### src/fpdc_regs.vh
// Constants for the flash program download control block
`ifndef FPDC_REGS_VH
`define FPDC_REGS_VH
`define FPDC_KEY_DL       8'ha5
`define FPDC_KEY_PROG     8'h5a
`define FPDC_KEY_CLEAR    8'h00
`define FPDC_PROG_END     32'hffffffff
`define FPDC_ERASE_END    8'hff
`define FPDC_BIT_SYNC     8'h00
`define FPDC_BIT_CONFIRM  8'h55
`define FPDC_CMD_PROG     8'h43
`define FPDC_CMD_ERASE    8'h48
`define FPDC_CMD_READ     8'h52
`define FPDC_UNIT_BYTES   8'h80
`define FPDC_UNIT_CNT_W   7
`define FPDC_BUSY_SETTLE  7'h08
`define FPDC_RES_OK       8'h00
`define FPDC_RES_SS_BIT   1
`define FPDC_RES_FK_BIT   2
`define FPDC_TARGET_ADDRESS_ERROR_BIT_BIT     7
`define FPDC_INIT_OFS     32'h00000020
`define FPDC_ERR_FREQ     8'h01
`define FPDC_ERR_BOOT_MAT 8'h02
`define FPDC_ERR_PROTECT  8'h04
`define FPDC_ERR_ADDR     8'h08
`define FPDC_FIFO_DEPTH   32
`define FPDC_FIFO_AW      5
`endif

### src/fpdc_fifo.v
// Parameterised word FIFO with valid/ready on both sides
`timescale 1ns/1ps
module fpdc_fifo #(
	parameter WIDTH = 8,
	parameter DEPTH = 32,
	parameter AW    = 5
) (
	// Clock and reset
	input  wire             i_ref_clk,
	input  wire             i_reset,
	// Fill side
	input  wire             i_in_valid,
	input  wire [WIDTH-1:0] i_in_data,
	output wire             o_in_ready,
	// Drain side
	output wire             o_out_valid,
	output wire [WIDTH-1:0] o_out_data,
	input  wire             i_out_ready
);
	reg [WIDTH-1:0] mem_r [0:DEPTH-1];
	reg [AW-1:0]    wr_r;
	reg [AW-1:0]    rd_r;
	reg [AW:0]      cnt_r;
	wire            push;
	wire            pop;

	assign o_in_ready  = (cnt_r != DEPTH[AW:0]);
	assign o_out_valid = (cnt_r != {(AW+1){1'b0}});
	assign o_out_data  = mem_r[rd_r];
	assign push        = i_in_valid & o_in_ready;
	assign pop         = o_out_valid & i_out_ready;

	always @(posedge i_ref_clk) begin
		if (i_reset) begin
			wr_r  <= {AW{1'b0}};
			rd_r  <= {AW{1'b0}};
			cnt_r <= {(AW+1){1'b0}};
		end else begin
			if (push) begin
				mem_r[wr_r] <= i_in_data;
				wr_r        <= (wr_r == DEPTH[AW-1:0] - 1'b1) ?
				               {AW{1'b0}} : wr_r + 1'b1;
			end
			if (pop)
				rd_r <= (rd_r == DEPTH[AW-1:0] - 1'b1) ?
				        {AW{1'b0}} : rd_r + 1'b1;
			if (push & ~pop)
				cnt_r <= cnt_r + 1'b1;
			else if (pop & ~push)
				cnt_r <= cnt_r - 1'b1;
		end
	end
endmodule

### src/fpdc_top.v
// Flash program download control: boot command flow and user download
//------------------------------------------------------------------------
//------------------------------------------------------------------------
`timescale 1ns/1ps
`include "fpdc_regs.vh"
module fpdc_top #(
	parameter [7:0] FREQ_MIN = 8'h0a,
	parameter [7:0] FREQ_MAX = 8'h1a
) (
	// Clock and reset
	input  wire        i_ref_clk,
	input  wire        i_reset,
	// Mode and serial byte stream from the link receiver
	input  wire        i_boot_mode,
	input  wire        i_rx_valid,
	input  wire [7:0]  i_rx_data,
	output reg         o_rx_ready,
	output reg         o_tx_valid,
	output reg  [7:0]  o_tx_data,
	// Flash array operation requests
	output reg         o_erase_all,
	output reg         o_prog_valid,
	output reg  [31:0] o_prog_addr,
	output reg  [7:0]  o_prog_data,
	output reg         o_erase_valid,
	output reg  [7:0]  o_erase_block,
	input  wire        i_flash_busy,
	output reg         o_read_enable,
	// User program mode controls
	input  wire [7:0]  i_flash_unlock_key,
	input  wire        i_download_request_bit,
	input  wire        i_program_select_bit,
	input  wire        i_erase_select_bit,
	input  wire        i_ram_emulation,
	input  wire        i_fetch_from_ram,
	input  wire [31:0] i_download_target_address,
	input  wire        i_target_valid,
	input  wire        i_copy_done,
	input  wire [7:0]  i_cpu_frequency_param,
	input  wire        i_init_request,
	input  wire        i_op_request,
	input  wire        i_op_boot_array,
	input  wire        i_foreign_master,
	input  wire        i_nmi,
	// User program mode status
	output reg         o_download_request_bit,
	output reg         o_map_program_area,
	output reg         o_copy_start,
	output reg         o_clear_selects,
	output reg  [7:0]  o_download_result_param,
	output reg         o_target_address_error_bit,
	output reg  [31:0] o_init_entry,
	output reg  [7:0]  o_operation_result_param,
	output reg         o_user_prog_enable,
	output reg         o_irq_block,
	output reg         o_nmi_pending,
	output reg         o_error_protect
);
	localparam S_SYNC = 4'h0, S_CONF = 4'h1, S_INQ = 4'h2, S_ERA = 4'h3;
	localparam S_CMD = 4'h4, S_PADR = 4'h5, S_PDAT = 4'h6, S_EBLK = 4'h7;
	localparam D_IDLE = 3'h0, D_MAP = 3'h1, D_CHK = 3'h2, D_COPY = 3'h3;
	localparam D_CLR = 3'h4, D_RES = 3'h5, D_UNMAP = 3'h6;

	reg  [3:0]  bst_r;
	reg  [1:0]  abyte_r;
	reg  [31:0] addr_r;
	reg  [`FPDC_UNIT_CNT_W-1:0] cnt_r;
	reg  [2:0]  dst_r;
	reg  [7:0]  res_r;
	reg         erased_r;
	reg         busy_s1_r;
	reg         busy_s2_r;
	reg         busy_s3_r;
	reg         busy_f_r;
	wire        f_valid;
	wire [7:0]  f_data;
	wire        f_ready;
	wire        f_in_ready;
	wire        key_dl;
	wire        key_pg;
	wire        sel_err;

	// Registered ready idles a cycle after each byte so none is ever lost
	fpdc_fifo #(
		.WIDTH (8),
		.DEPTH (`FPDC_FIFO_DEPTH),
		.AW    (`FPDC_FIFO_AW)
	) u_fifo (
		.i_ref_clk   (i_ref_clk),
		.i_reset     (i_reset),
		.i_in_valid  (i_rx_valid & o_rx_ready),
		.i_in_data   (i_rx_data),
		.o_in_ready  (f_in_ready),
		.o_out_valid (f_valid),
		.o_out_data  (f_data),
		.i_out_ready (f_ready)
	);

	assign key_dl  = (i_flash_unlock_key == `FPDC_KEY_DL);
	assign key_pg  = (i_flash_unlock_key == `FPDC_KEY_PROG);
	assign sel_err = i_program_select_bit & i_erase_select_bit;
	assign f_ready = i_boot_mode & ~busy_f_r & ~o_prog_valid &
	                 ~o_erase_valid & ~o_tx_valid &
	                 (bst_r != S_ERA);

	//--------------------------------------------------------------------
	// Boot mode command flow
	//--------------------------------------------------------------------
	always @(posedge i_ref_clk) begin
		if (i_reset) begin
			bst_r         <= S_SYNC;
			abyte_r       <= 2'h0;
			addr_r        <= 32'h00000000;
			cnt_r         <= {`FPDC_UNIT_CNT_W{1'b0}};
			erased_r      <= 1'b0;
			busy_s1_r     <= 1'b0;
			busy_s2_r     <= 1'b0;
			busy_s3_r     <= 1'b0;
			busy_f_r      <= 1'b0;
			o_rx_ready    <= 1'b0;
			o_tx_valid    <= 1'b0;
			o_tx_data     <= 8'h00;
			o_erase_all   <= 1'b0;
			o_prog_valid  <= 1'b0;
			o_prog_addr   <= 32'h00000000;
			o_prog_data   <= 8'h00;
			o_erase_valid <= 1'b0;
			o_erase_block <= 8'h00;
			o_read_enable <= 1'b0;
		end else begin
			busy_s1_r     <= i_flash_busy;
			busy_s2_r     <= busy_s1_r;
			busy_s3_r     <= busy_s2_r;
			busy_f_r <= (busy_s2_r == busy_s3_r) ? busy_s2_r : busy_f_r;
			o_rx_ready    <= f_in_ready & ~(i_rx_valid & o_rx_ready);
			o_tx_valid    <= 1'b0;
			o_erase_all   <= 1'b0;
			o_prog_valid  <= 1'b0;
			o_erase_valid <= 1'b0;
			o_read_enable <= erased_r;
			case (bst_r)
			S_SYNC: begin
				if (f_valid & f_ready & (f_data == `FPDC_BIT_SYNC)) begin
					o_tx_valid <= 1'b1;
					o_tx_data  <= `FPDC_BIT_SYNC;
					bst_r      <= S_CONF;
				end
			end
			S_CONF: begin
				if (f_valid & f_ready & (f_data == `FPDC_BIT_CONFIRM))
					bst_r <= S_INQ;
			end
			S_INQ: begin
				if (f_valid & f_ready & (f_data != `FPDC_BIT_CONFIRM)) begin
					o_erase_all <= 1'b1;
					bst_r       <= S_ERA;
				end
			end
			S_ERA: begin
				if (cnt_r != `FPDC_BUSY_SETTLE)
					cnt_r <= cnt_r + 1'b1;
				else if (~busy_f_r) begin
					erased_r <= 1'b1;
					bst_r    <= S_CMD;
				end
			end
			S_CMD: begin
				if (f_valid & f_ready) begin
					abyte_r <= 2'h0;
					if (f_data == `FPDC_CMD_PROG)
						bst_r <= S_PADR;
					else if (f_data == `FPDC_CMD_ERASE)
						bst_r <= S_EBLK;
				end
			end
			S_PADR: begin
				if (f_valid & f_ready) begin
					addr_r  <= {addr_r[23:0], f_data};
					abyte_r <= abyte_r + 2'h1;
					if (abyte_r == 2'h3) begin
						if ({addr_r[23:0], f_data} == `FPDC_PROG_END)
							bst_r <= S_CMD;
						else begin
							cnt_r <= {`FPDC_UNIT_CNT_W{1'b0}};
							bst_r <= S_PDAT;
						end
					end
				end
			end
			S_PDAT: begin
				if (f_valid & f_ready) begin
					o_prog_valid <= 1'b1;
					o_prog_addr  <= addr_r + {25'h0, cnt_r};
					o_prog_data  <= f_data;
					cnt_r        <= cnt_r + 1'b1;
					if (cnt_r == `FPDC_UNIT_BYTES - 8'h01) begin
						addr_r  <= addr_r + {24'h0, `FPDC_UNIT_BYTES};
						abyte_r <= 2'h0;
						bst_r   <= S_PADR;
					end
				end
			end
			S_EBLK: begin
				if (f_valid & f_ready) begin
					if (f_data == `FPDC_ERASE_END)
						bst_r <= S_CMD;
					else begin
						o_erase_valid <= 1'b1;
						o_erase_block <= f_data;
					end
				end
			end
			default: bst_r <= S_SYNC;
			endcase
		end
	end

	//--------------------------------------------------------------------
	// User program mode download sequence
	//--------------------------------------------------------------------
	always @(posedge i_ref_clk) begin
		if (i_reset) begin
			dst_r                      <= D_IDLE;
			res_r                      <= 8'h00;
			o_download_request_bit     <= 1'b0;
			o_map_program_area         <= 1'b0;
			o_copy_start               <= 1'b0;
			o_clear_selects            <= 1'b0;
			o_download_result_param    <= 8'hff;
			o_target_address_error_bit <= 1'b0;
			o_init_entry               <= 32'h00000000;
			o_operation_result_param   <= 8'h00;
			o_user_prog_enable         <= 1'b0;
			o_irq_block                <= 1'b0;
			o_nmi_pending              <= 1'b0;
			o_error_protect            <= 1'b0;
		end else begin
			o_copy_start       <= 1'b0;
			o_clear_selects    <= 1'b0;
			o_user_prog_enable <= key_pg & ~i_boot_mode;
			// Release in D_IDLE wins; an NMI arriving there is not latched
			if (i_nmi & (dst_r != D_IDLE))
				o_nmi_pending <= 1'b1;
			else if (dst_r == D_IDLE)
				o_nmi_pending <= 1'b0;
			if (i_foreign_master & (busy_f_r | o_prog_valid |
			    o_erase_valid))
				o_error_protect <= 1'b1;
			if (i_init_request) begin
				o_init_entry <= i_download_target_address +
				                `FPDC_INIT_OFS;
				if ((i_cpu_frequency_param < FREQ_MIN) |
				    (i_cpu_frequency_param > FREQ_MAX))
					o_operation_result_param <= `FPDC_ERR_FREQ;
				else
					o_operation_result_param <= `FPDC_RES_OK;
			end else if (i_op_request) begin
				if (i_op_boot_array)
					o_operation_result_param <= `FPDC_ERR_BOOT_MAT;
				else if (~key_pg)
					o_operation_result_param <= `FPDC_ERR_PROTECT;
				else
					o_operation_result_param <= `FPDC_RES_OK;
			end
			case (dst_r)
			D_IDLE: begin
				o_irq_block <= 1'b0;
				if (i_download_request_bit & key_dl & ~i_ram_emulation &
				    i_fetch_from_ram) begin
					o_download_request_bit <= 1'b1;
					o_irq_block            <= 1'b1;
					dst_r                  <= D_MAP;
				end
			end
			D_MAP: begin
				o_map_program_area <= 1'b1;
				dst_r              <= D_CHK;
			end
			D_CHK: begin
				res_r <= `FPDC_RES_OK;
				o_target_address_error_bit <= ~i_target_valid;
				if (~i_target_valid)
					dst_r <= D_CLR;
				else if (sel_err) begin
					res_r[`FPDC_RES_SS_BIT] <= 1'b1;
					dst_r <= D_CLR;
				end else if (~key_dl) begin
					res_r[`FPDC_RES_FK_BIT] <= 1'b1;
					dst_r <= D_CLR;
				end else begin
					o_copy_start <= 1'b1;
					dst_r        <= D_COPY;
				end
			end
			D_COPY: begin
				if (i_copy_done)
					dst_r <= D_CLR;
			end
			D_CLR: begin
				o_clear_selects        <= 1'b1;
				o_download_request_bit <= 1'b0;
				dst_r                  <= D_RES;
			end
			D_RES: begin
				if (~o_target_address_error_bit)
					o_download_result_param <= res_r;
				dst_r <= D_UNMAP;
			end
			D_UNMAP: begin
				o_map_program_area <= 1'b0;
				dst_r              <= D_IDLE;
			end
			default: dst_r <= D_IDLE;
			endcase
		end
	end
endmodule
### config.mk
export PLATFORM = sky130hd
export DESIGN_NAME = fpdc_top
export DESIGN_NICKNAME = d
export VERILOG_FILES = /design/src/fpdc_fifo.v /design/src/fpdc_top.v
export VERILOG_INCLUDE_DIRS = /design/src
export SDC_FILE = /design/constraint.sdc
export NUM_CORES = 1
export LEC_CHECK = 0
export BUFFER_PORTS_ARGS = -buffer_cell sky130_fd_sc_hd__buf_4
export CAP_MARGIN = 0
export CORE_ASPECT_RATIO = 1.25
export CORE_MARGIN = 2
export CORE_UTILIZATION = 30
export DETAILED_ROUTE_END_ITERATION = 12
export PLACE_DENSITY = 0.53
export SYNTH_ARGS = -nofsm -noshare
export SYNTH_HDL_FRONTEND = slang
export SYNTH_HIERARCHICAL = 1
export SYNTH_SLANG_ARGS = --single-unit
### constraint.sdc
create_clock -name i_ref_clk -period 5 [get_ports i_ref_clk]
set_input_delay 0.25 -clock i_ref_clk [delete_from_list [all_inputs] [get_ports i_ref_clk]]
set_output_delay 0.25 -clock i_ref_clk [all_outputs]
set_load 0.02 [all_outputs]
==> out/metrics.json, run 1 <==
{
  "cp_top_family": "compound AO/OA/AOI/OAI gates",
  "powerDensity_nw_per_um2": 360,
  "max_slew_margin_pct": 27.1,
  "synth-main-ff-cell": "sky130_fd_sc_hd__edfxtp_1",
  "n_antenna_cell": 0,
  "maxClockFrequency_mhz": 226,
  "detail_route.drc_violations": 0,
  "power.ir.vdd_worst_uv": 215,
  "num-nets-final": 1885,
  "grt_start_max_net_pins": 96,
  "synth_cells": 1620,
  "gp_congestion": 0.837,
  "synth_edf_count": 256,
  "place.port_buffers": 178,
  "slowest_delay_ns": 0.69,
  "fin_crit_share_pct": 88.4,
  "critical_path_arrival_ns": 4.88,
  "route.detailed.vias_per_inst": 5.02,
  "first_global_vias": 13400,
  "top_level_i_o_count": 192,
  "drtIter0Drc": 905,
  "core_area_um2": 63000,
  "min-delay-path-class": "in -> reg",
  "tritoncts": "built",
  "cp-start-kind": "register",
  "post_route_clock_skew_ns": 0.0307,
  "clkTransAtPathRegs_ns": 0.06,
  "gr-usage-all-layers_pct": 15.2,
  "crit_chain": "buf_4 -> mux4_2 -> a221oi_1 -> nand3_1 -> or4_1 -> and2_1 -> o41ai_1 -> o311ai_1 -> a21oi_2 -> mux2_1",
  "num_rows": 103,
  "chipHeight_um": 286,
  "synth_cell_types": 79,
  "finalSetupViolCount": 0,
  "synth.yosys.seq_area_share_pct": 58.9,
  "timing.critical_path.buf_inv": 1,
  "worst_skew_pair.late_latency_ns": 0.58,
  "layout_common_cells": "sky130_fd_sc_hd__edfxtp_1, sky130_fd_sc_hd__buf_4, sky130_fd_sc_hd__nor2_1",
  "synth-seq-cells": 432,
  "ys_warn_count": 6,
  "dr.pass1.iters": 5,
  "cp-end-kind": "register",
  "setup_tns_ns": 0,
  "number_of_antenna_violations_at_the_first_check_in_global_routing": 0,
  "worstMarginPinSlew_ns": 1.09,
  "synth_async_sr_flop_share_pct": 0,
  "cts.htree.levels": 2,
  "p_leak_nw": 7.43,
  "final-hold-violation-count": 0,
  "crit_required_ns": 5.46,
  "most_common_library_cell_in_the_layout_ignoring_fill_and_taps": "sky130_fd_sc_hd__edfxtp_1",
  "drive_above_1_share_pct": 17.3,
  "clock-sinks": 432,
  "whs_ns": 0.0406,
  "wl_per_cell_um": 19.2,
  "grt_pass1_wl_um": 78200,
  "die_w_um": 229,
  "clock_root_buffer_master": "sky130_fd_sc_hd__clkbuf_16",
  "min_from": "i_ram_emulation",
  "post_synth.cell_area_avg_um2": 11.7,
  "grt_setup_unrepaired": "false",
  "max-clock-path-buffers": 3,
  "route.vias.total": 13400,
  "cts-buffers-inserted": 45,
  "status": "completed",
  "critical-path-slowest-cell": "sky130_fd_sc_hd__dfxtp_2",
  "route.final.wire_length_um": 51100,
  "route.antenna.remaining_nets": 0,
  "globalRouteOverflowTotal": 0,
  "initial_core_util_pct": 30.2,
  "slew_violations": 0,
  "worstPathMaxFanout": 21,
  "cap_violations": 0,
  "layout-area-overhead-vs-synth_pct": 19.9,
  "syn-cell-area_um2": 19000,
  "min_period_ns": 4.42,
  "path_class": "reg -> reg",
  "place.detailed.hpwl_um": 35000,
  "die-area_um2": 65500
}
-- routing by layer --
layer / GRT usage [%] / vias to the layer above / wire [um]
met3: 2.42 / 81 / 2150
li1: - / 6370 / -
met4: 5.36 / 0 / 1670
met5: 0 / - / 0
met2: 28.1 / 351 / 26600
met1: 17.8 / 6553 / 20700
-- sequential cells by signal, indices dropped and copies added (netlist names), 2 cells and up, named ones only --
name and count:
u_fifo/mem_r 256, addr_r 32, o_init_entry 32, o_prog_addr 32, o_erase_block 8, o_prog_data 8
cnt_r 7, u_fifo/cnt_r 6, u_fifo/rd_r 5, u_fifo/wr_r 5, bst_r 3, dst_r 3
o_download_result_param 3, o_operation_result_param 3, abyte_r 2, res_r 2
-- synth_stat cells, drive strengths merged (20+ instances only) --
cell,count,area [um2]
nor3,28,168
nor2,184,698
nand2,108,405
nand3,69,355
mux2i,86,861
nor2b,20,125
xor2,20,175
nand4,21,131
mux4,32,721
dfxtp,176,3520
inv,30,113
edfxtp,256,7690
a211oi,63,473
o21ai,40,200
clkbuf,61,229
xnor2,29,254
a21oi,86,434
buf,59,362
a22oi,38,285
ha,25,313
-- per-stage QoR --
| step | setup WS [ns] | cell area, um2 | total power, mW | util (%) | instances |
|---|---|---|---|---|---|
| final | 0.579 | 22800 | 8.20 | 36.2 | 2660 |
| after global routing | 0.393 | 22800 | 8.53 | 36.2 | 2660 |
| after CTS | 0.605 | 22800 | 8.31 | 36.2 | 2660 |
| after detailed placement | 0.623 | 21000 | 4.87 | 33.3 | 2544 |
| after global placement | 0.665 | 21000 | 4.85 | 33.3 | 2544 |
| after floorplan | 1.57 | 19100 | 4.59 | - | 1632 |
-- where the power goes --
part | internal [mW] | switching [mW] | total [mW]
clock | 1.98 | 1.41 | 3.39
sequential | 3.82 | 0.0705 | 3.89
combinational | 0.371 | 0.546 | 0.917
-- repair_timing --
action	CTS	global route
endpoints found under the hold margin	31	0
buffers inserted	0	0
resized for setup	0	0
hold buffers	34	0
-- final timing paths --
check / endpoint / slack (ns) / cells after the start
setup / recovery: bst_r[0] / 0.58 / 10
hold reg to reg: o_prog_addr[5] / 0.46 / 2
setup reg to reg: bst_r[0] / 0.58 / 10
hold / removal: o_download_request_bit / 0.04 / 4
-- cell type report --
cell class | count | area (um2)
clock inverter | 24 | 254
timing repair buffer | 226 | 1800
tap | 840 | 1050
clock buffer | 58 | 1220
fill | 6091 | 40200
sequential | 432 | 11200
multi-input combinational | 1050 | 7160
inverter | 30 | 113
-- worst min-delay path, cell delays in order --
cell,delay (ns)
sky130_fd_sc_hd__buf_4,0.08
sky130_fd_sc_hd__nor3_1,0.06
sky130_fd_sc_hd__a21oi_1,0.13
sky130_fd_sc_hd__nor3b_1,0.06
-- cells by family after synthesis --
kind of cell | after synthesis | share of synthesized area [%]
flops | 432 | 58.9
simple gates | 531 | 13.8
compound gates | 311 | 11.1
buf+inv | 150 | 3.70
fa+ha+maj | 27 | 1.85
other cells | 1 | 0.0197
mux | 119 | 8.37
xor+xnor | 49 | 2.26
No activity file was read; power rests on OpenSTA's default activity.
==> inputs of run 2 (changes only) <==
--- a/config.mk
+++ b/config.mk
@@ -6,11 +6,13 @@
 export SDC_FILE = /design/constraint.sdc
 export NUM_CORES = 1
 export LEC_CHECK = 0
+export ABC_AREA = 1
 export BUFFER_PORTS_ARGS = -buffer_cell sky130_fd_sc_hd__buf_4
 export CAP_MARGIN = 0
 export CORE_ASPECT_RATIO = 1.25
 export CORE_MARGIN = 2
 export CORE_UTILIZATION = 30
+export CTS_BUF_LIST = sky130_fd_sc_hd__clkbuf_4
 export DETAILED_ROUTE_END_ITERATION = 12
 export PLACE_DENSITY = 0.53
 export SYNTH_ARGS = -nofsm -noshare
==> run 2 against run 1 <==
  * Clock skew is 0.010 ns higher
  * Via count grew 32%
  * Register-to-register slack improved by 0.53 ns
==> out/metrics.json, run 2 <==
{
  "status": "completed",
  "core_area": {"value": 67000, "unit": "um2", "change": "+6.3%"},
  "clkTransAtPathRegs": {"value": 0.07, "unit": "ns", "change": "about the same"},
  "synth_cells": {"value": 2365, "change": "+46%"},
  "number_of_antenna_violations_at_the_first_check_in_global_routing": {"value": 1, "change": "+1"},
  "num-nets-final": {"value": 2781, "change": "+48%"},
  "internal_power": {"value": 5.97, "unit": "mW", "change": "-3.2%"},
  "drtIter0Drc": {"value": 1095, "change": "+21%"},
  "cts-buffers-inserted": {"value": 107, "change": "+140%"},
  "swShare": {"value": 33.9, "unit": "%", "change": "+9.2 points"},
  "worstMarginPinSlew": {"value": 1.39, "unit": "ns", "change": "+0.300 ns"},
  "num_rows": {"value": 106, "change": "+2.9%"},
  "worstPathMaxFanout": {"value": 74, "change": "+250%"},
  "holdBufCountCts": {"value": 119, "change": "+250%"},
  "place.detailed.hpwl": {"value": 40900, "unit": "um", "change": "+17%"},
  "route.detailed.vias_per_inst": {"value": 4.86, "change": "-3.2%"},
  "cp-end-kind": "register",
  "sequentialPowerShare": {"value": 44.0, "unit": "%", "change": "-3.4 points"},
  "maxClockFrequency": {"value": 257, "unit": "MHz", "change": "+14%"},
  "post_synth.cell_area_avg": {"value": 8.59, "unit": "um2", "change": "-27%"},
  "layout_common_cells": "sky130_fd_sc_hd__nand2_1, sky130_fd_sc_hd__nand3_1, sky130_fd_sc_hd__edfxtp_1",
  "route.vias.total": {"value": 17700, "change": "+32%"},
  "cts_repair_resize_count": {"value": 0, "change": "unchanged"},
  "post_synth_most_frequent_cells": "sky130_fd_sc_hd__nand2_1, sky130_fd_sc_hd__nand3_1, sky130_fd_sc_hd__edfxtp_1",
  "synth_async_sr_flop_share": {"value": 0, "unit": "%", "change": "unchanged"},
  "post_route_clock_skew": {"value": 0.0407, "unit": "ns", "change": "+0.0100 ns"},
  "finalSetupViolCount": {"value": 0, "change": "unchanged"},
  "max-clock-path-buffers": {"value": 3, "change": "unchanged"},
  "fin_crit_share": {"value": 77.8, "unit": "%", "change": "-11 points"},
  "gp_congestion": {"value": 0.907, "change": "+8.4%"},
  "max_slew_margin": {"value": 7.00, "unit": "%", "change": "-20 points"},
  "critical_path_arrival": {"value": 4.67, "unit": "ns", "change": "-0.21 ns"},
  "route.antenna.remaining_nets": {"value": 0, "change": "unchanged"},
  "most_common_library_cell_in_the_layout_ignoring_fill_and_taps": "sky130_fd_sc_hd__nand2_1",
  "synth-main-ff-cell": "sky130_fd_sc_hd__edfxtp_1",
  "worst_skew_pair.late_latency": {"value": 0.86, "unit": "ns", "change": "+0.28 ns"},
  "tritoncts": "built",
  "postCtsSetupBuffers": {"value": 0, "change": "unchanged"},
  "min-delay-path-class": "in -> reg",
  "crit_required": {"value": 5.78, "unit": "ns", "change": "+0.32 ns"},
  "cp-start-kind": "register",
  "chipHeight": {"value": 295, "unit": "um", "change": "+3.3%"},
  "synth_largest_area_cell": "sky130_fd_sc_hd__edfxtp_1",
  "synth.yosys.seq_area_share": {"value": 55.2, "unit": "%", "change": "-3.7 points"},
  "path_class": "reg -> reg",
  "slew_violations": {"value": 0, "change": "unchanged"},
  "setup_tns": {"value": 0, "unit": "ns", "change": "unchanged"},
  "powerDensity": {"value": 366, "unit": "nW/um2", "change": "+1.7%"},
  "clock_power_share": {"value": 32.2, "unit": "%", "change": "-9.2 points"},
  "die_w": {"value": 237, "unit": "um", "change": "+3.3%"},
  "netSwitchingPower": {"value": 3.06, "unit": "mW", "change": "+51%"},
  "detail_route.drc_violations": {"value": 0, "change": "unchanged"},
  "comb_power_share": {"value": 23.8, "unit": "%", "change": "+13 points"},
  "power.ir.vdd_worst": {"value": 230, "unit": "uV", "change": "+7.0%"},
  "place.port_buffers": {"value": 178, "change": "unchanged"},
  "top_level_i_o_count": {"value": 192, "change": "unchanged"},
  "gr-usage-all-layers": {"value": 17.5, "unit": "%", "change": "+2.2 points"},
  "die-area": {"value": 69800, "unit": "um2", "change": "+6.6%"},
  "ys_warn_count": {"value": 6, "change": "unchanged"},
  "dr.pass1.iters": {"value": 5, "change": "unchanged"},
  "grt_setup_unrepaired": "false",
  "cts.htree.levels": {"value": 3, "change": "+1"},
  "grt_pass1_wl": {"value": 96200, "unit": "um", "change": "+23%"},
  "syn-cell-area": {"value": 20300, "unit": "um2", "change": "+6.7%"},
  "dpl_cell_area": {"value": 22200, "unit": "um2", "change": "+5.5%"},
  "final-hold-violation-count": {"value": 0, "change": "unchanged"},
  "clock_root_buffer_master": "sky130_fd_sc_hd__clkbuf_4",
  "layout-area-overhead-vs-synth_pct": 21.6,
  "initial_core_util": {"value": 30.3, "unit": "%", "change": "+0.13 points"},
  "wl_per_cell": {"value": 17.0, "unit": "um", "change": "-11%"},
  "design_area": {"value": 24700, "unit": "um2", "change": "+8.3%"},
  "first_global_vias": {"value": 17600, "change": "+31%"},
  "synthTopCellsByArea": "sky130_fd_sc_hd__edfxtp_1, sky130_fd_sc_hd__dfxtp_1, sky130_fd_sc_hd__nand2_1",
  "yosys.cell_count.top_type": "sky130_fd_sc_hd__nand2_1",
  "route.final.wire_length": {"value": 61900, "unit": "um", "change": "+21%"},
  "synth-seq-cells": {"value": 432, "change": "unchanged"},
  "drive_above_1_share": {"value": 14.2, "unit": "%", "change": "-3.1 points"},
  "registers.top_by_ff_count": "u_fifo/mem_r",
  "cap_violations": {"value": 0, "change": "unchanged"},
  "synth_top_area_share": {"value": 37.8, "unit": "%", "change": "-2.6 points"},
  "max_reg_flops": {"value": 256, "change": "unchanged"},
  "grt_start_max_net_pins": {"value": 97, "change": "+1.0%"},
  "p_leak": {"value": 9.95, "unit": "nW", "change": "+34%"},
  "clock-sinks": {"value": 432, "change": "unchanged"},
  "min_period": {"value": 3.89, "unit": "ns", "change": "-0.531 ns"},
  "synth_edf_count": {"value": 256, "change": "unchanged"},
  "synth_cell_types": {"value": 50, "change": "-37%"},
  "globalRouteOverflowTotal": {"value": 0, "change": "unchanged"}
}
[run 2: cell count changes in the layout (fill, tap and decap cells not counted), moves of 60 or more]
cell / previous run / this run
sky130_fd_sc_hd__nand2_1: 108 / 701
sky130_fd_sc_hd__nand3_1: 67 / 321
sky130_fd_sc_hd__inv_1: 30 / 188
sky130_fd_sc_hd__clkbuf_4: 0 / 155
sky130_fd_sc_hd__mux2i_1: 86 / 0
sky130_fd_sc_hd__dlygate4sd3_1: 34 / 119
sky130_fd_sc_hd__a211oi_1: 63 / 3
[run 2: metrics by stage]
step           hold slack, ns  worst slack [ns]  utilization (%)  power (mW)  instances
2_1_floorplan           0.328              2.80                -        5.58       2377
3_3_place_gp            0.412              1.31             33.1        6.09       3317
3_5_place_dp            0.416              1.15             33.1        6.12       3317
4_1_cts               0.00292              1.12             36.9        9.17       3633
5_1_grt                 0.132             0.681             36.9        9.60       3634
6_report                0.127              1.11             36.9        9.03       3634
[run 2: logic make-up (layout without fill, tap and decap cells)]
logic type               after synthesis  after routing  share of synthesized area [%]
XOR/XNOR                              23             23                          0.992
adder cells (fa/ha/maj)               27             27                           1.74
other                                  1             14                         0.0185
AO/OA/AOI/OAI                        263            263                           7.38
AND/OR/NAND/NOR                     1307           1307                           27.4
flip-flops                           432            432                           55.2
buffers and inverters                312            704                           7.23
[run 2: path summary, 6_finish.rpt]
path                    startpoint               end  slack, ns  depth (start not counted)
max                       register  o_erase_block[6]       1.11                         17
min          i_flash_unlock_key[4]          dst_r[1]       0.13                          8
max reg2reg               register  o_erase_block[6]       1.11                         17
min reg2reg              busy_s1_r         busy_s2_r       0.39                          2
[run 2: per-layer routing]
metal | routed length (um) | part of all wire [%] | global-route usage, %
met5 | 0 | 0 | 0
met1 | 24500 | 40 | 19.7
met2 | 31400 | 51 | 31.4
met3 | 3380 | 5.5 | 3.03
met4 | 2510 | 4.1 | 9.22
[run 2: cell type report]
cell class | instances | area, um2
Multi-Input combinational cell | 1633 | 7680
Clock buffer | 155 | 1160
Antenna cell | 1 | 2.50
Fill cell | 6806 | 42300
Clock inverter | 42 | 183
Sequential cell | 432 | 11200
Timing Repair Buffer | 308 | 2620
Inverter | 199 | 751
Tap cell | 864 | 1080
[run 2: power by group through the flow]
stage | registers, mW | logic (mW) | clock network [mW]
after CTS | 3.97 | 2.15 | 3.04
after detailed placement | 4.05 | 2.07 | 0
after global placement | 4.05 | 2.04 | 0
after floorplan | 4.02 | 1.55 | 0
after global routing | 3.99 | 2.41 | 3.20
final | 3.98 | 2.15 | 2.91
[run 2: critical path, cell delays in order (launching register included)]
cell and delay (ns):
sky130_fd_sc_hd__dfxtp_4 0.57, sky130_fd_sc_hd__clkinv_2 0.73, sky130_fd_sc_hd__buf_12 0.48, sky130_fd_sc_hd__nand2_1 0.11
sky130_fd_sc_hd__nand3_1 0.06, sky130_fd_sc_hd__nand3_1 0.15, sky130_fd_sc_hd__nand2_1 0.11, sky130_fd_sc_hd__nand2_1 0.07
sky130_fd_sc_hd__nand2_1 0.10, sky130_fd_sc_hd__nand2_1 0.07, sky130_fd_sc_hd__nand2_1 0.14, sky130_fd_sc_hd__nand2_1 0.11
sky130_fd_sc_hd__nor2_1 0.05, sky130_fd_sc_hd__nand2_1 0.09, sky130_fd_sc_hd__nand2_1 0.11, sky130_fd_sc_hd__nor2_2 0.47
sky130_fd_sc_hd__o21ai_0 0.15, sky130_fd_sc_hd__a21oi_1 0.15
==> inputs of run 3 (changes only) <==
==> constraint.sdc (replaced) <==
create_clock -name i_ref_clk -period 3.8 [get_ports i_ref_clk]
set_input_delay 0.19 -clock i_ref_clk [delete_from_list [all_inputs] [get_ports i_ref_clk]]
set_output_delay 0.19 -clock i_ref_clk [all_outputs]
set_load 0.02 [all_outputs]
==> run 3 against run 2 <==
  * Clock-buffer cell count is 15 higher
  * Worst setup slack worse by 0.81 ns
  * Non-clock buffer count is 15 higher
  * Largest cell class unchanged
  * Largest power group unchanged
==> out/metrics.json, run 3 (synthesized netlist as in run 2, its figures left out) <==
{
  "route.final.wire_length": {"value": 62100, "unit": "um", "change": "+0.36%"},
  "cp-end-kind": "register",
  "num-nets-final": {"value": 2801, "change": "+0.72%"},
  "cts.htree.levels": {"value": 3, "change": "unchanged"},
  "min_from": "i_download_target_address[3]",
  "tritoncts": "built",
  "worstMarginPinSlew": {"value": 1.13, "unit": "ns", "change": "-0.264 ns"},
  "crit_required": {"value": 4.56, "unit": "ns", "change": "-1.22 ns"},
  "design_area": {"value": 25000, "unit": "um2", "change": "+1.2%"},
  "grt.met1_usage": {"value": 19.5, "unit": "%", "change": "-0.21 points"},
  "grt_pass1_wl": {"value": 96600, "unit": "um", "change": "+0.51%"},
  "top_usage_layer": "met2",
  "worstPathMaxFanout": {"value": 6, "change": "-92%"},
  "slew_violations": {"value": 0, "change": "unchanged"},
  "route.antenna.remaining_nets": {"value": 0, "change": "unchanged"},
  "wl_per_cell": {"value": 17.0, "unit": "um", "change": "about the same"},
  "max-clock-path-buffers": {"value": 3, "change": "unchanged"},
  "cp-start-kind": "primary input",
  "globalRouteOverflowTotal": {"value": 0, "change": "unchanged"},
  "cap_violations": {"value": 0, "change": "unchanged"},
  "critical_path_arrival": {"value": 4.25, "unit": "ns", "change": "-0.42 ns"},
  "cts-buffers-inserted": {"value": 112, "change": "+4.7%"},
  "number_of_antenna_violations_at_the_first_check_in_global_routing": {"value": 2, "change": "+1"},
  "layout_common_cells": "sky130_fd_sc_hd__nand2_1, sky130_fd_sc_hd__nand3_1, sky130_fd_sc_hd__edfxtp_1",
  "clock_root_buffer_master": "sky130_fd_sc_hd__clkbuf_4",
  "num_rows": {"value": 106, "change": "unchanged"},
  "clkTransAtPathRegs": {"value": 0.06, "unit": "ns", "change": "about the same"},
  "route.detailed.vias_per_inst": {"value": 4.86, "change": "+0.12%"},
  "gp_congestion": {"value": 0.897, "change": "-1.1%"},
  "max_slew_margin": {"value": 24.7, "unit": "%", "change": "+18 points"},
  "grt_start_max_net_pins": {"value": 65, "change": "-33%"},
  "chipHeight": {"value": 295, "unit": "um", "change": "unchanged"},
  "fill_cells": {"value": 6819, "change": "+0.19%"},
  "final-hold-violation-count": {"value": 0, "change": "unchanged"},
  "place.detailed.hpwl": {"value": 41600, "unit": "um", "change": "+1.6%"},
  "gr-usage-all-layers": {"value": 17.6, "unit": "%", "change": "+0.12 points"},
  "place.port_buffers": {"value": 178, "change": "unchanged"},
  "route.vias.total": {"value": 17700, "change": "+0.53%"},
  "max_reg_flops": {"value": 256, "change": "unchanged"},
  "worst_skew_pair.late_latency": {"value": 0.89, "unit": "ns", "change": "+0.03 ns"},
  "detail_route.drc_violations": {"value": 0, "change": "unchanged"},
  "dr.pass1.iters": {"value": 6, "change": "+1"},
  "die_w": {"value": 237, "unit": "um", "change": "unchanged"},
  "path_class": "in -> reg",
  "p_leak": {"value": 10.1, "unit": "nW", "change": "+1.5%"},
  "drive_above_1_share": {"value": 14.8, "unit": "%", "change": "+0.61 points"},
  "powerDensity": {"value": 490, "unit": "nW/um2", "change": "+34%"},
  "layout-area-overhead-vs-synth_pct": 23.0,
  "maxClockFrequency_mhz": 286,
  "initial_core_util": {"value": 30.3, "unit": "%", "change": "unchanged"},
  "setup_tns": {"value": 0, "unit": "ns", "change": "unchanged"},
  "grtUsageMet2": {"value": 32.0, "unit": "%", "change": "+0.58 points"},
  "drtIter0Drc": {"value": 1254, "change": "+15%"},
  "grt_setup_unrepaired": "false",
  "min-delay-path-class": "in -> reg",
  "grt_util_met3": {"value": 3.34, "unit": "%", "change": "+0.31 points"},
  "core_area": {"value": 67000, "unit": "um2", "change": "unchanged"},
  "die-area": {"value": 69800, "unit": "um2", "change": "unchanged"},
  "clock-sinks": {"value": 432, "change": "unchanged"},
  "most_common_library_cell_in_the_layout_ignoring_fill_and_taps": "sky130_fd_sc_hd__nand2_1",
  "fin_crit_share_pct": 92.0,
  "power.ir.vdd_worst": {"value": 246, "unit": "uV", "change": "+7.1%"},
  "timing.critical_path.from": "i_download_target_address[5]",
  "top_level_i_o_count": {"value": 192, "change": "unchanged"},
  "post_route_clock_skew": {"value": 0.0792, "unit": "ns", "change": "+0.0385 ns"},
  "dpl_cell_area": {"value": 22300, "unit": "um2", "change": "+0.61%"},
  "min_period_ns": 3.50,
  "status": "completed",
  "finalSetupViolCount": {"value": 0, "change": "unchanged"},
  "first_global_vias": {"value": 17700, "change": "+0.62%"},
  "registers.top_by_ff_count": "u_fifo/mem_r"
}
-- run 3: final timing paths --
check | slack [ns] | endpoint | cells past startpoint
setup / recovery | 0.30 | o_init_entry[31] | 15
hold / removal | 0.11 | o_init_entry[3] | 3
setup reg to reg | 0.84 | cnt_r[1] | 21
hold reg to reg | 0.41 | busy_s2_r | 2
-- run 3: timing repair --
action                                 4_1_cts  5_1_grt
endpoints found under the hold margin      316        0
setup endpoints to repair                    0        0
gates resized for setup                      0        0
buffers inserted                             0        0
hold buffers                               126        0
-- run 3: critical path: stages --
cell,delay [ns]
sky130_fd_sc_hd__dlygate4sd3_1,0.53
sky130_fd_sc_hd__buf_4,0.14
sky130_fd_sc_hd__ha_1,0.28
sky130_fd_sc_hd__nand2_1,0.10
sky130_fd_sc_hd__nor2_1,0.36
sky130_fd_sc_hd__nand2_1,0.28
sky130_fd_sc_hd__nor2_1,0.35
sky130_fd_sc_hd__nand2_1,0.10
sky130_fd_sc_hd__nand2_1,0.08
sky130_fd_sc_hd__dlygate4sd3_1,0.55
sky130_fd_sc_hd__nand3_1,0.06
sky130_fd_sc_hd__dlygate4sd3_1,0.58
sky130_fd_sc_hd__nand2_1,0.06
sky130_fd_sc_hd__dlygate4sd3_1,0.55
sky130_fd_sc_hd__inv_1,0.04
-- run 3: layer usage --
| layer | up-vias | wire (um) |
|---|---|---|
| met5 | - | 0 |
| met4 | 0 | 2520 |
| met3 | 147 | 3250 |
| met2 | 560 | 32000 |
| met1 | 8417 | 24300 |
| li1 | 8625 | - |
-- run 3: power breakdown --
group,switching (mW),internal (mW),leakage (nW)
Sequential,0.130,5.08,3.73
Clock,1.95,2.10,0.857
Combinational,2.02,0.953,5.51
Total,4.10,8.14,10.1
-- run 3: cell type report --
type / instances / area, um2 / area share, %
Sequential cell: 432 / 11200 / 44.9
Multi-Input combinational cell: 1633 / 7680 / 30.7
Timing Repair Buffer: 323 / 2830 / 11.3
Clock buffer: 170 / 1280 / 5.11
Tap cell: 864 / 1080 / 4.33
Inverter: 199 / 751 / 3.00
Clock inverter: 26 / 151 / 0.606
Antenna cell: 2 / 5.00 / 0.0200
-- run 3: stage by stage --
| stage | std cells | util, % | hold WS [ns] | setup WS [ns] | total power [mW] |
|---|---|---|---|---|---|
| after global routing | 3649 | 37.3 | 0.0398 | 0.118 | 13.0 |
| after floorplan | 2377 | - | 0.268 | 1.60 | 7.34 |
| after CTS | 3647 | 37.3 | 0.0128 | 0.467 | 12.4 |
| after detailed placement | 3325 | 33.3 | 0.374 | 0.904 | 8.18 |
| final | 3649 | 37.3 | 0.108 | 0.305 | 12.2 |
| after global placement | 3325 | 33.3 | 0.373 | 0.865 | 8.14 |
